File: config.mk
export PLATFORM = sky130hd
export DESIGN_NAME = trim_alert_select_registers
export DESIGN_NICKNAME = d
export VERILOG_FILES = /design/src/design/trim_alert_pkg.sv /design/src/design/trim_alert_select_registers.sv
export SDC_FILE = /design/constraint.sdc
export NUM_CORES = 1
export LEC_CHECK = 0
export ABC_AREA = 1
export ABC_CLOCK_PERIOD_IN_PS = 2300
export BUFFER_PORTS_ARGS = -buffer_cell sky130_fd_sc_hd__buf_2
export CAP_MARGIN = 20
export CORE_UTILIZATION = 55
export DETAILED_ROUTE_END_ITERATION = 8
export HOLD_SLACK_MARGIN = 0.12
export MAX_ROUTING_LAYER = met4
export PLACE_DENSITY = 0.82
export SYNTH_ARGS = -nofsm -noshare
export SYNTH_HDL_FRONTEND = slang
export SYNTH_SLANG_ARGS = --single-unit
File: constraint.sdc
create_clock -name clock_i -period 2.3 [get_ports clock_i]
set_input_delay 0.115 -clock clock_i [delete_from_list [all_inputs] [get_ports clock_i]]
set_output_delay 0.115 -clock clock_i [all_outputs]
set_load 0.02 [all_outputs]
File: src/design/trim_alert_pkg.sv
// Constants, field layouts and carrier types for the trim and alert-select register bank.
// Assumes an SMBus engine hands over byte accesses and a power-up loader streams EEPROM bytes.
// Notes on behaviour
// Clamp trim code raises threshold 3.1 mV/step
// Power-up loads clamp trim from EEPROM 8118h
// Load voltage trim R/W, preloaded from 8119h
// Alert is OR of all enabled flags
// Fault mask bit order OV down to share
// Fault mask preloaded from EEPROM 811Ah
// Monitor mask from 811Bh, supply, monitors
// Monitor mask bit 2 forces alert directly
// Maker identification register is read-only
// Revision: generation high nibble, minor low
// Registers reached through serial management bus
// Alert releases when nothing enabled remains
package trim_alert_pkg;
   localparam logic [7:0] ADDR_FALSE_UNDERVOLTAGE_CLAMP_TRIM = 8'h18;
   localparam logic [7:0] ADDR_LOAD_VOLT_TRIM = 8'h19;
   localparam logic [7:0] ADDR_ALERT_SEL_FAULTS = 8'h1A;
   localparam logic [7:0] ADDR_ALERT_SEL_MONITORS = 8'h1B;
   localparam logic [7:0] ADDR_MAKER_ID = 8'h1C;
   localparam logic [7:0] ADDR_SILICON_REV = 8'h1D;

   localparam logic [15:0] EE_FALSE_UNDERVOLTAGE_CLAMP_TRIM = 16'h8118;
   localparam logic [15:0] EE_LOAD_VOLT_TRIM = 16'h8119;
   localparam logic [15:0] EE_ALERT_SEL_FAULTS = 16'h811A;
   localparam logic [15:0] EE_ALERT_SEL_MONITORS = 16'h811B;

   localparam logic [7:0] REG_RESET = 8'h00;
   localparam logic [7:0] READ_UNMAPPED = 8'h00;

   // Clamp trim scale, in microvolts and millivolts
   localparam int UV_CLAMP_STEP_UV = 3100;
   localparam int UV_CLAMP_MIN_MV = 1300;
   localparam int UV_CLAMP_MAX_MV = 2100;

   // Fault mask bit positions
   localparam int FB_OV = 7;
   localparam int FB_UV = 6;
   localparam int FB_OCP_TIMEOUT = 5;
   localparam int FB_AC_SENSE = 4;
   localparam int FB_OCP_FLAG = 3;
   localparam int FB_OVER_TEMP = 2;
   localparam int FB_ORFET = 1;
   localparam int FB_SHARE = 0;
   // Monitor mask bit positions
   localparam int MB_SUPPLY = 7;
   localparam int MB_MON1 = 6;
   localparam int MB_MON2 = 5;
   localparam int MB_MON3 = 4;
   localparam int MB_MON4 = 3;
   localparam int MB_MICRO = 2;
   localparam int MB_SUPERVISOR_INPUT_FIVE_FLAG = 1;

   // Good-level inputs whose fault sense is the inverse
   localparam logic [7:0] FAULT_INVERT = 8'h13;
   localparam logic [7:0] MON_INVERT = 8'h80;
   // Bits of the monitor mask that gate a flag
   localparam logic [7:0] MON_GATE = 8'hFA;

   typedef struct packed {
      logic ov_fault;
      logic uv_fault;
      logic ocp_timeout;
      logic ac_sense_good;
      logic ocp_flag;
      logic over_temp;
      logic orfet_good;
      logic current_share_good;
   } fault_flags_type;

   typedef struct packed {
      logic supply_good;
      logic mon1_flag;
      logic mon2_flag;
      logic mon3_flag;
      logic mon4_flag;
      logic supervisor_input_five_flag;
   } monitor_flags_type;

   typedef struct packed {
      logic load;
      logic [15:0] addr;
      logic [7:0] data;
   } ee_load_type;

   typedef struct packed {
      logic wr;
      logic rd;
      logic [7:0] addr;
      logic [7:0] wdata;
   } reg_req_type;
endpackage

File: src/design/trim_alert_select_registers.sv
// Trim and alert-select register bank with fault alert combiner.
// Assumes the SMBus engine and the EEPROM loader run on clock_i; flag inputs are asynchronous.
`timescale 1ns/10ps
module trim_alert_select_registers
   import trim_alert_pkg::*;
#(
   // Arbitrary neutral identity values
   parameter logic [7:0] MAKER_ID = 8'h5A,
   parameter logic [3:0] REV_MAJOR = 4'h2,
   parameter logic [3:0] REV_MINOR = 4'h3
) (
   input wire logic clock_i,
   input wire logic rst_i,
   input wire logic ce_i,
   input wire reg_req_type reg_req_i,
   output logic [7:0] reg_rdata_o,
   output logic reg_rd_ack_o,
   input wire ee_load_type ee_load_i,
   input wire fault_flags_type fault_flags_i,
   input wire monitor_flags_type monitor_flags_i,
   output logic [7:0] false_undervoltage_clamp_trim_o,
   output logic [7:0] load_voltage_trim_o,
   output logic [7:0] alert_mask_faults_o,
   output logic [7:0] alert_mask_monitors_o,
   output logic fault_alert_output_o
);
   typedef struct packed {
      logic [7:0] uv_trim;
      logic [7:0] lv_trim;
      logic [7:0] alert_mask_faults;
      logic [7:0] alert_mask_monitors;
      logic [7:0] rdata;
      logic rd_ack;
      logic [7:0] fault_meta;
      logic [7:0] fault_sync;
      logic [7:0] mon_meta;
      logic [7:0] mon_sync;
   } state_type;

   state_type cur_ff;
   state_type nxt_state;
   logic [7:0] fault_raw;
   logic [7:0] mon_raw;
   logic [7:0] fault_sense;
   logic [7:0] mon_sense;
   logic [7:0] silicon_rev;

   assign silicon_rev = {REV_MAJOR, REV_MINOR};

   // Micro request and unused slots carry no pin, held low
   assign fault_raw = fault_flags_i;
   assign mon_raw = {monitor_flags_i.supply_good, monitor_flags_i.mon1_flag,
                     monitor_flags_i.mon2_flag, monitor_flags_i.mon3_flag,
                     monitor_flags_i.mon4_flag, 1'b0,
                     monitor_flags_i.supervisor_input_five_flag, 1'b0};

   // Inversion after the second stage keeps the first stage private
   assign fault_sense = cur_ff.fault_sync ^ FAULT_INVERT;
   assign mon_sense = (cur_ff.mon_sync ^ MON_INVERT) & MON_GATE;

   always_comb begin
      nxt_state = cur_ff;
      nxt_state.rd_ack = 1'b0;
      nxt_state.fault_meta = fault_raw;
      nxt_state.fault_sync = cur_ff.fault_meta;
      nxt_state.mon_meta = mon_raw;
      nxt_state.mon_sync = cur_ff.mon_meta;
      // Host write first; a loader byte in the same cycle overrides it
      if (reg_req_i.wr) begin
         case (reg_req_i.addr)
            ADDR_FALSE_UNDERVOLTAGE_CLAMP_TRIM: nxt_state.uv_trim = reg_req_i.wdata;
            ADDR_LOAD_VOLT_TRIM: nxt_state.lv_trim = reg_req_i.wdata;
            ADDR_ALERT_SEL_FAULTS: nxt_state.alert_mask_faults = reg_req_i.wdata;
            ADDR_ALERT_SEL_MONITORS: nxt_state.alert_mask_monitors = reg_req_i.wdata;
            // Identity registers and unmapped offsets ignore writes
            default: nxt_state.rdata = cur_ff.rdata;
         endcase
      end
      if (ee_load_i.load) begin
         case (ee_load_i.addr)
            EE_FALSE_UNDERVOLTAGE_CLAMP_TRIM: nxt_state.uv_trim = ee_load_i.data;
            EE_LOAD_VOLT_TRIM: nxt_state.lv_trim = ee_load_i.data;
            EE_ALERT_SEL_FAULTS: nxt_state.alert_mask_faults = ee_load_i.data;
            EE_ALERT_SEL_MONITORS: nxt_state.alert_mask_monitors = ee_load_i.data;
            default: nxt_state.rdata = nxt_state.rdata;
         endcase
      end
      if (reg_req_i.rd) begin
         nxt_state.rd_ack = 1'b1;
         case (reg_req_i.addr)
            ADDR_FALSE_UNDERVOLTAGE_CLAMP_TRIM: nxt_state.rdata = cur_ff.uv_trim;
            ADDR_LOAD_VOLT_TRIM: nxt_state.rdata = cur_ff.lv_trim;
            ADDR_ALERT_SEL_FAULTS: nxt_state.rdata = cur_ff.alert_mask_faults;
            ADDR_ALERT_SEL_MONITORS: nxt_state.rdata = cur_ff.alert_mask_monitors;
            ADDR_MAKER_ID: nxt_state.rdata = MAKER_ID;
            ADDR_SILICON_REV: nxt_state.rdata = silicon_rev;
            default: nxt_state.rdata = READ_UNMAPPED;
         endcase
      end
   end

   always_ff @(posedge clock_i) begin
      if (rst_i) begin
         cur_ff <= '0;
      end else if (ce_i) begin
         cur_ff <= nxt_state;
      end
   end

   // Combinational so a cleared flag releases the pin once it leaves the two sync stages, with no further register
   assign fault_alert_output_o = (|(fault_sense & cur_ff.alert_mask_faults))
                                 | (|(mon_sense & cur_ff.alert_mask_monitors))
                                 | cur_ff.alert_mask_monitors[MB_MICRO];

   // Trim codes leave as plain binary; the analog side scales per step
   assign false_undervoltage_clamp_trim_o = cur_ff.uv_trim;
   assign load_voltage_trim_o = cur_ff.lv_trim;
   assign alert_mask_faults_o = cur_ff.alert_mask_faults;
   assign alert_mask_monitors_o = cur_ff.alert_mask_monitors;
   assign reg_rdata_o = cur_ff.rdata;
   assign reg_rd_ack_o = cur_ff.rd_ack;
endmodule // trim_alert_select_registers

==> results of run 1 <==
==> per-stage QoR <==
stage	power, W	hold slack, ns	instances
after floorplan	0.001406	0.2633	615
after global placement	0.001485	0.3695	740
after detailed placement	0.001491	0.3718	740
after CTS	0.002749	0.2083	770
after global routing	0.002846	0.2203	770
final	0.002744	0.2167	770
==> placed cells by master, fill, tap and decap left out, types with 2 or more instances in the layout <==
master | Yosys | final
sky130_fd_sc_hd__nand2_1 | 147 | 147
sky130_fd_sc_hd__nand3_1 | 112 | 112
sky130_fd_sc_hd__buf_2 | 17 | 101
sky130_fd_sc_hd__dfxtp_1 | 69 | 69
sky130_fd_sc_hd__a21oi_1 | 68 | 68
sky130_fd_sc_hd__nand4_1 | 66 | 66
sky130_fd_sc_hd__inv_1 | 26 | 26
sky130_fd_sc_hd__dlygate4sd3_1 | 0 | 14
sky130_fd_sc_hd__clkbuf_8 | 0 | 9
sky130_fd_sc_hd__nor2_1 | 8 | 8
sky130_fd_sc_hd__nor2_4 | 7 | 7
sky130_fd_sc_hd__buf_4 | 41 | 7
sky130_fd_sc_hd__o21ai_1 | 5 | 5
sky130_fd_sc_hd__nand3_2 | 4 | 4
sky130_fd_sc_hd__a211oi_1 | 3 | 3
sky130_fd_sc_hd__inv_2 | 3 | 3
sky130_fd_sc_hd__nand2_2 | 3 | 3
sky130_fd_sc_hd__inv_6 | 0 | 3
sky130_fd_sc_hd__bufinv_16 | 0 | 3
sky130_fd_sc_hd__a22o_1 | 2 | 2
sky130_fd_sc_hd__a221oi_1 | 2 | 2
==> kinds of logic after synthesis <==
logic type             after synthesis  synth area share, %
flip-flops                          69                32.76
buffers and inverters              113                15.67
AO/OA/AOI/OAI                       83                10.53
AND/OR/NAND/NOR                    350                41.04
==> metal layers <==
metal	GRT usage, %	part of all wire, %
met1	41.03	43
met4	17.32	4.2
met2	50.07	46
met3	5.817	7.1
met5	-	0
==> Yosys cell counts (2+ instances only) <==
library cell / instances
sky130_fd_sc_hd__a21oi_1: 68
sky130_fd_sc_hd__a22o_1: 2
sky130_fd_sc_hd__nand2_1: 147
sky130_fd_sc_hd__inv_1: 26
sky130_fd_sc_hd__nand2_2: 3
sky130_fd_sc_hd__clkbuf_1: 15
sky130_fd_sc_hd__o21ai_1: 5
sky130_fd_sc_hd__inv_2: 3
sky130_fd_sc_hd__nor2_1: 8
sky130_fd_sc_hd__nor2_4: 7
sky130_fd_sc_hd__nand4_1: 66
sky130_fd_sc_hd__dfxtp_1: 69
sky130_fd_sc_hd__buf_4: 41
sky130_fd_sc_hd__a221oi_1: 2
sky130_fd_sc_hd__buf_2: 17
sky130_fd_sc_hd__nand3_2: 4
sky130_fd_sc_hd__nand3_1: 112
sky130_fd_sc_hd__buf_6: 8
sky130_fd_sc_hd__a211oi_1: 3
==> worst paths after layout <==
check,startpoint,to,slack (ns)
min,ce_i,cur_ff[15],0.22
max reg2reg,alert_mask_faults_o[1],reg_rdata_o[1],1.30
max,alert_mask_monitors_o[3],fault_alert_output_o,0.53
min reg2reg,cur_ff[30],cur_ff[22],0.46
==> where the power goes <==
part | total (W) | leakage (nW) | internal, W | switching [W]
combinational | 0.000258 | 1.32 | 0.0000900 | 0.000168
sequential | 0.00123 | 0.560 | 0.00122 | 0.0000113
clock | 0.00126 | 0.127 | 0.000740 | 0.000518
total | 0.00274 | 2.01 | 0.00205 | 0.000698
==> state kept, by name (all words and copies together), names as in the netlist <==
name	cells
false_undervoltage_clamp_trim_o	8
load_voltage_trim_o	8
alert_mask_monitors_o	8
reg_rd_ack_o	1
reg_rdata_o	8
alert_mask_faults_o	8
cur_ff	28
==> worst register-to-register path: stages (launching register included) <==
cell and delay (ns):
sky130_fd_sc_hd__dfxtp_1 0.49, sky130_fd_sc_hd__nand3_1 0.14, sky130_fd_sc_hd__nand3_1 0.11, sky130_fd_sc_hd__o21ai_1 0.07
sky130_fd_sc_hd__a21oi_1 0.14
==> final cells by class <==
class                      count  area (um^2)
tap                           99        123.9
multi-input combinational    433         2175
sequential                    69         1381
fill                         693         2569
clock inverter                 7        127.6
inverter                      30        112.6
clock buffer                   9        123.9
timing repair buffer         123        718.2
==> what timing repair did <==
action | in CTS | in global routing
endpoints found under the hold margin | 14 | 0
hold buffers | 14 | 0
setup buffers | 0 | 0
==> flow_summary.json, run 1 <==
{
  "synthDominantAreaCellType": "sky130_fd_sc_hd__dfxtp_1",
  "numPortBuffers": 101,
  "tritoncts": "yes",
  "fin_util_pct": 64.96,
  "drt_wl_total_um": 12170,
  "synth_nets": 675,
  "grt_pass1_vias": 3935,
  "maxSlewHeadroom_pct": 57.44,
  "fin_tns_setup_ns": 0,
  "min_period_over_period_pct": 76.76,
  "drt-wirelength-per-cell_um": 15.80,
  "worst_path_largest_cell_delay_ns": 0.38,
  "setup_viol_count_final": 0,
  "maxCapViolCount": 0,
  "ys.warnings.count": 0,
  "timing.critical_path.arrival_ns": 1.65,
  "setup_slack_ns": 0.5344,
  "placement.cell_area_um2": 4370,
  "vdd.ir_drop.worst_uv": 349.4,
  "routed_via_density": 5.809,
  "worstSetupPathDepth": 4,
  "vias": 4473,
  "placement_rows": 31,
  "effective_utilization_at_floorplan_pct": 57.52,
  "total_die_area_um2": 8021,
  "worst_setup_path_start_kind": "register",
  "crit_path_end_kind": "output pin",
  "holdCritPathClass": "in -> reg",
  "final-max-slew-violation-count": 0,
  "cp_max_fo": 5,
  "htree_num_levels": 3,
  "run_status": "completed",
  "timing.critical_path.slowest_stage_cell": "sky130_fd_sc_hd__a221oi_1",
  "largest_net_degree_at_the_start_of_global_routing": 40,
  "antenna_cells_inserted": 0,
  "clkSinkCount": 69,
  "dr.first_iter.drc_count": 392,
  "drc_violations": 0,
  "max_freq_mhz": 566.4,
  "hold_violations": 0,
  "critPathRequiredTime_ns": 2.18,
  "critical_path.n_buffers_inverters": 1,
  "fp.coreArea_um2": 7331,
  "detailedPlacementHpwl_um": 8749,
  "reg2reg_depth": 4,
  "min_path_cells": 3,
  "grt_antenna_before_repair": 0,
  "synthArstFlopShare_pct": 0,
  "max-clock-path-buffers": 2,
  "post_cts.resized_instances": 0,
  "synthesis.area_um2": 4217,
  "grt_first_pass_wirelength_um": 19070,
  "ys_ff_latch": 69,
  "worstPathCellList": "a22o_1 > a221oi_1 > nand3_1 > buf_2",
  "synth_top_cells_by_area": "sky130_fd_sc_hd__dfxtp_1, sky130_fd_sc_hd__nand3_1, sky130_fd_sc_hd__nand2_1, sky130_fd_sc_hd__nand4_1, sky130_fd_sc_hd__a21oi_1",
  "drt_pass1_iterations": 5,
  "syn_to_final_growth_pct": 12.94,
  "final_nets": 726,
  "die_h_um": 89.56,
  "design.portCount": 102,
  "worstSkewPairLatency_ns": 0.35,
  "grt_setup_unrepaired": "false",
  "synth-main-ff-cell": "sky130_fd_sc_hd__dfxtp_1",
  "critical-path-top-delay-family": "compound AO/OA/AOI/OAI gates",
  "gpl.final_weighted_congestion": 0.9476,
  "final_layout_size_suffix_gt1_share_pct": 21.76,
  "number_of_flops_mapped_to_enable_cells_by_yosys": 0,
  "post_synth_inst_count": 615,
  "cts.reportedPaths.clkPinSlew_ns": 0.09,
  "gr-usage-all-layers_pct": 32.74,
  "critical_path_class": "reg -> out",
  "leakagePower_nw": 2.011,
  "synthesis.area_per_instance_um2": 6.856,
  "clk_root_buffer_cell": "sky130_fd_sc_hd__clkbuf_8",
  "antenna_violating_nets_post_route": 0,
  "gr-total-overflow": 0,
  "power.density_cell_area_nw_per_um2": 576.2,
  "tritoncts.num_buffers": 9,
  "synth_largest_type_area_fraction_pct": 32.76,
  "seq_area_frac_synth_pct": 32.76,
  "dpl_worst_slack_ns": 0.6368,
  "die_w_um": 89.56,
  "final_cell_area_um2": 4762,
  "post_synth_num_cell_types": 28,
  "worst-slew-pin-transition_ns": 0.6378,
  "timing.final.crit_period_ns": 1.766,
  "fin_worst_skew_ns": 0.01027
}
Note: power is estimated with default switching activity, not from simulation.
==> run 2, diff against run 1 <==
--- a/config.mk
+++ b/config.mk
@@ -6,14 +6,14 @@
 export NUM_CORES = 1
 export LEC_CHECK = 0
 export ABC_AREA = 1
-export ABC_CLOCK_PERIOD_IN_PS = 2300
+export ABC_CLOCK_PERIOD_IN_PS = 1520
 export BUFFER_PORTS_ARGS = -buffer_cell sky130_fd_sc_hd__buf_2
 export CAP_MARGIN = 20
-export CORE_UTILIZATION = 55
+export CORE_UTILIZATION = 49
 export DETAILED_ROUTE_END_ITERATION = 8
 export HOLD_SLACK_MARGIN = 0.12
 export MAX_ROUTING_LAYER = met4
-export PLACE_DENSITY = 0.82
+export PLACE_DENSITY = 0.77
 export SYNTH_ARGS = -nofsm -noshare
 export SYNTH_HDL_FRONTEND = slang
 export SYNTH_SLANG_ARGS = --single-unit
==> constraint.sdc (replaced) <==
create_clock -name clock_i -period 1.52 [get_ports clock_i]
set_input_delay 0.076 -clock clock_i [delete_from_list [all_inputs] [get_ports clock_i]]
set_output_delay 0.076 -clock clock_i [all_outputs]
set_load 0.02 [all_outputs]
==> run 2 against run 1 <==
Effect of this change: first-iteration DRC count decreased by 4.6%; final cell count increased by 3.8%; largest power group is now registers; the flow now finishes with violations (setup timing); cell area increased by 4.5%; die area increased by 12%; critical endpoint unchanged.
==> flow_summary.json, run 2 (synthesis gave the netlist of run 1 again) <==
{
  "gpl.final_weighted_congestion": 0.9729,
  "critPathRequiredTime_ns": 1.44,
  "gr_util_met1_pct": 37.66,
  "leakagePower_nw": 2.135,
  "crit_path_end_kind": "output pin",
  "critical_path_class": "reg -> out",
  "detailedPlacementHpwl_um": 9245,
  "met2_usage_pct": 47.42,
  "total_die_area_um2": 8980,
  "drc_violations": 0,
  "final_layout_size_suffix_gt1_share_pct": 25.36,
  "dr.first_iter.drc_count": 374,
  "routed_via_density": 5.775,
  "numPortBuffers": 101,
  "htree_num_levels": 3,
  "grt_setup_unrepaired": "true",
  "timing.reg2reg.setup_slack_ns": 0.47,
  "tritoncts": "yes",
  "antenna_cells_inserted": 0,
  "failed_checks": "setup timing",
  "top_register": "cur_ff",
  "placement_rows": 33,
  "clkSinkCount": 69,
  "largest_net_degree_at_the_start_of_global_routing": 33,
  "antenna_violating_nets_post_route": 0,
  "final_nets": 749,
  "cts.reportedPaths.clkPinSlew_ns": 0.09,
  "worstSkewPairLatency_ns": 0.36,
  "most-common-layout-cells": "sky130_fd_sc_hd__nand2_1, sky130_fd_sc_hd__nand3_1, sky130_fd_sc_hd__buf_2",
  "syn_to_final_growth_pct": 18.01,
  "grt_antenna_before_repair": 0,
  "min_period_over_period_pct": 101.2,
  "tritoncts.num_buffers": 9,
  "cp_max_fo": 2,
  "effective_utilization_at_floorplan_pct": 51.06,
  "mostFrequentLayoutCell": "sky130_fd_sc_hd__nand2_1",
  "drt-wirelength-per-cell_um": 15.98,
  "max_freq_mhz": 650.2,
  "gr-usage-all-layers_pct": 30.37,
  "fin_util_pct": 60.26,
  "die_w_um": 94.77,
  "drt_pass1_iterations": 5,
  "max-clock-path-buffers": 2,
  "hold_violations": 0,
  "design.portCount": 102,
  "fp.coreArea_um2": 8258,
  "die_h_um": 94.77,
  "maxSlewHeadroom_pct": 65.71,
  "clk_root_buffer_cell": "sky130_fd_sc_hd__clkbuf_8",
  "maxCapViolCount": 0,
  "gr-total-overflow": 0,
  "worstPathCellList": "a22o_1 > a221oi_2 > nand3_1 > buf_6",
  "setup_slack_ns": -0.01799,
  "worst_path_largest_cell_delay_ns": 0.33,
  "fin_worst_skew_ns": 0.008749,
  "vias": 4614,
  "dpl_worst_slack_ns": 0.07382,
  "grt_first_pass_wirelength_um": 20230,
  "power.density_cell_area_nw_per_um2": 815.1,
  "run_status": "finished with violations",
  "grt-busiest-layer": "met2",
  "groute.layer.met3.usage_pct": 4.992,
  "timing.critical_path.slowest_stage_cell": "sky130_fd_sc_hd__dfxtp_2",
  "worst_setup_path_start_kind": "register",
  "largest_register_ff_count": 28,
  "holdCritPathClass": "in -> reg",
  "drt_wl_total_um": 12770,
  "vdd.ir_drop.worst_uv": 537.2,
  "grt_pass1_vias": 4075,
  "final-max-slew-violation-count": 0,
  "setup_viol_count_final": 1,
  "worst-slew-pin-transition_ns": 0.5143,
  "timing.final.crit_period_ns": 1.538,
  "timing.critical_path.arrival_ns": 1.46
}
==> run 2: critical path: cells and delay by family (launching register included) <==
family	cells	cell delay [ns]
flip-flops	1	0.33
AND/OR/NAND/NOR	1	0.15
buffers and inverters	1	0.16
AO/OA/AOI/OAI	2	0.45
==> run 2: per-stage QoR <==
step / power [W] / cells / setup TNS (ns) / hold WS [ns] / cell area (um^2)
after CTS: 0.004053 / 799 / -0.02902 / 0.1636 / 4969
final: 0.004056 / 799 / -0.01799 / 0.1653 / 4976
after floorplan: 0.002128 / 615 / 0 / 0.2243 / 4217
after detailed placement: 0.002294 / 768 / 0 / 0.3356 / 4568
after global placement: 0.002287 / 768 / 0 / 0.3319 / 4568
after global routing: 0.004182 / 799 / -0.07509 / 0.1903 / 4976
==> run 2: what timing repair did <==
item / 4_1_cts / 5_1_grt
setup endpoints to repair: 1 / 1
pin swaps: 1 / 1
buffers inserted: 1 / 0
hold endpoints to repair: 14 / 0
hold buffers: 14 / 0
gates resized for setup: 7 / 3
==> run 2: path summary, 6_finish.rpt <==
kind / to / depth (start not counted) / start
min reg2reg: cur_ff[16] / 2 / cur_ff[16]
min: cur_ff[3] / 4 / ce_i
max: fault_alert_output_o / 4 / cur_ff[3]
max reg2reg: reg_rdata_o[1] / 4 / alert_mask_faults_o[1]
==> run 2: power breakdown <==
group / switching [W] / internal (W)
Combinational: 0.000270 / 0.000162
Clock: 0.000815 / 0.000952
Sequential: 0.0000173 / 0.00184
Total: 0.00110 / 0.00295
==> run 2: per-layer routing <==
layer	up-vias	share of wire (%)
met5	-	0
met1	2087	41
met3	43	8.2
met4	0	3.7
met2	249	47
li1	2235	-
==> run 2: final cells by class <==
cell class	instances	area [um^2]
Clock buffer	9	123.9
Sequential cell	69	1389
Multi-Input combinational cell	433	2192
Fill cell	803	3282
Tap cell	105	131.4
Clock inverter	7	105.1
Inverter	30	112.6
Timing Repair Buffer	146	922.1
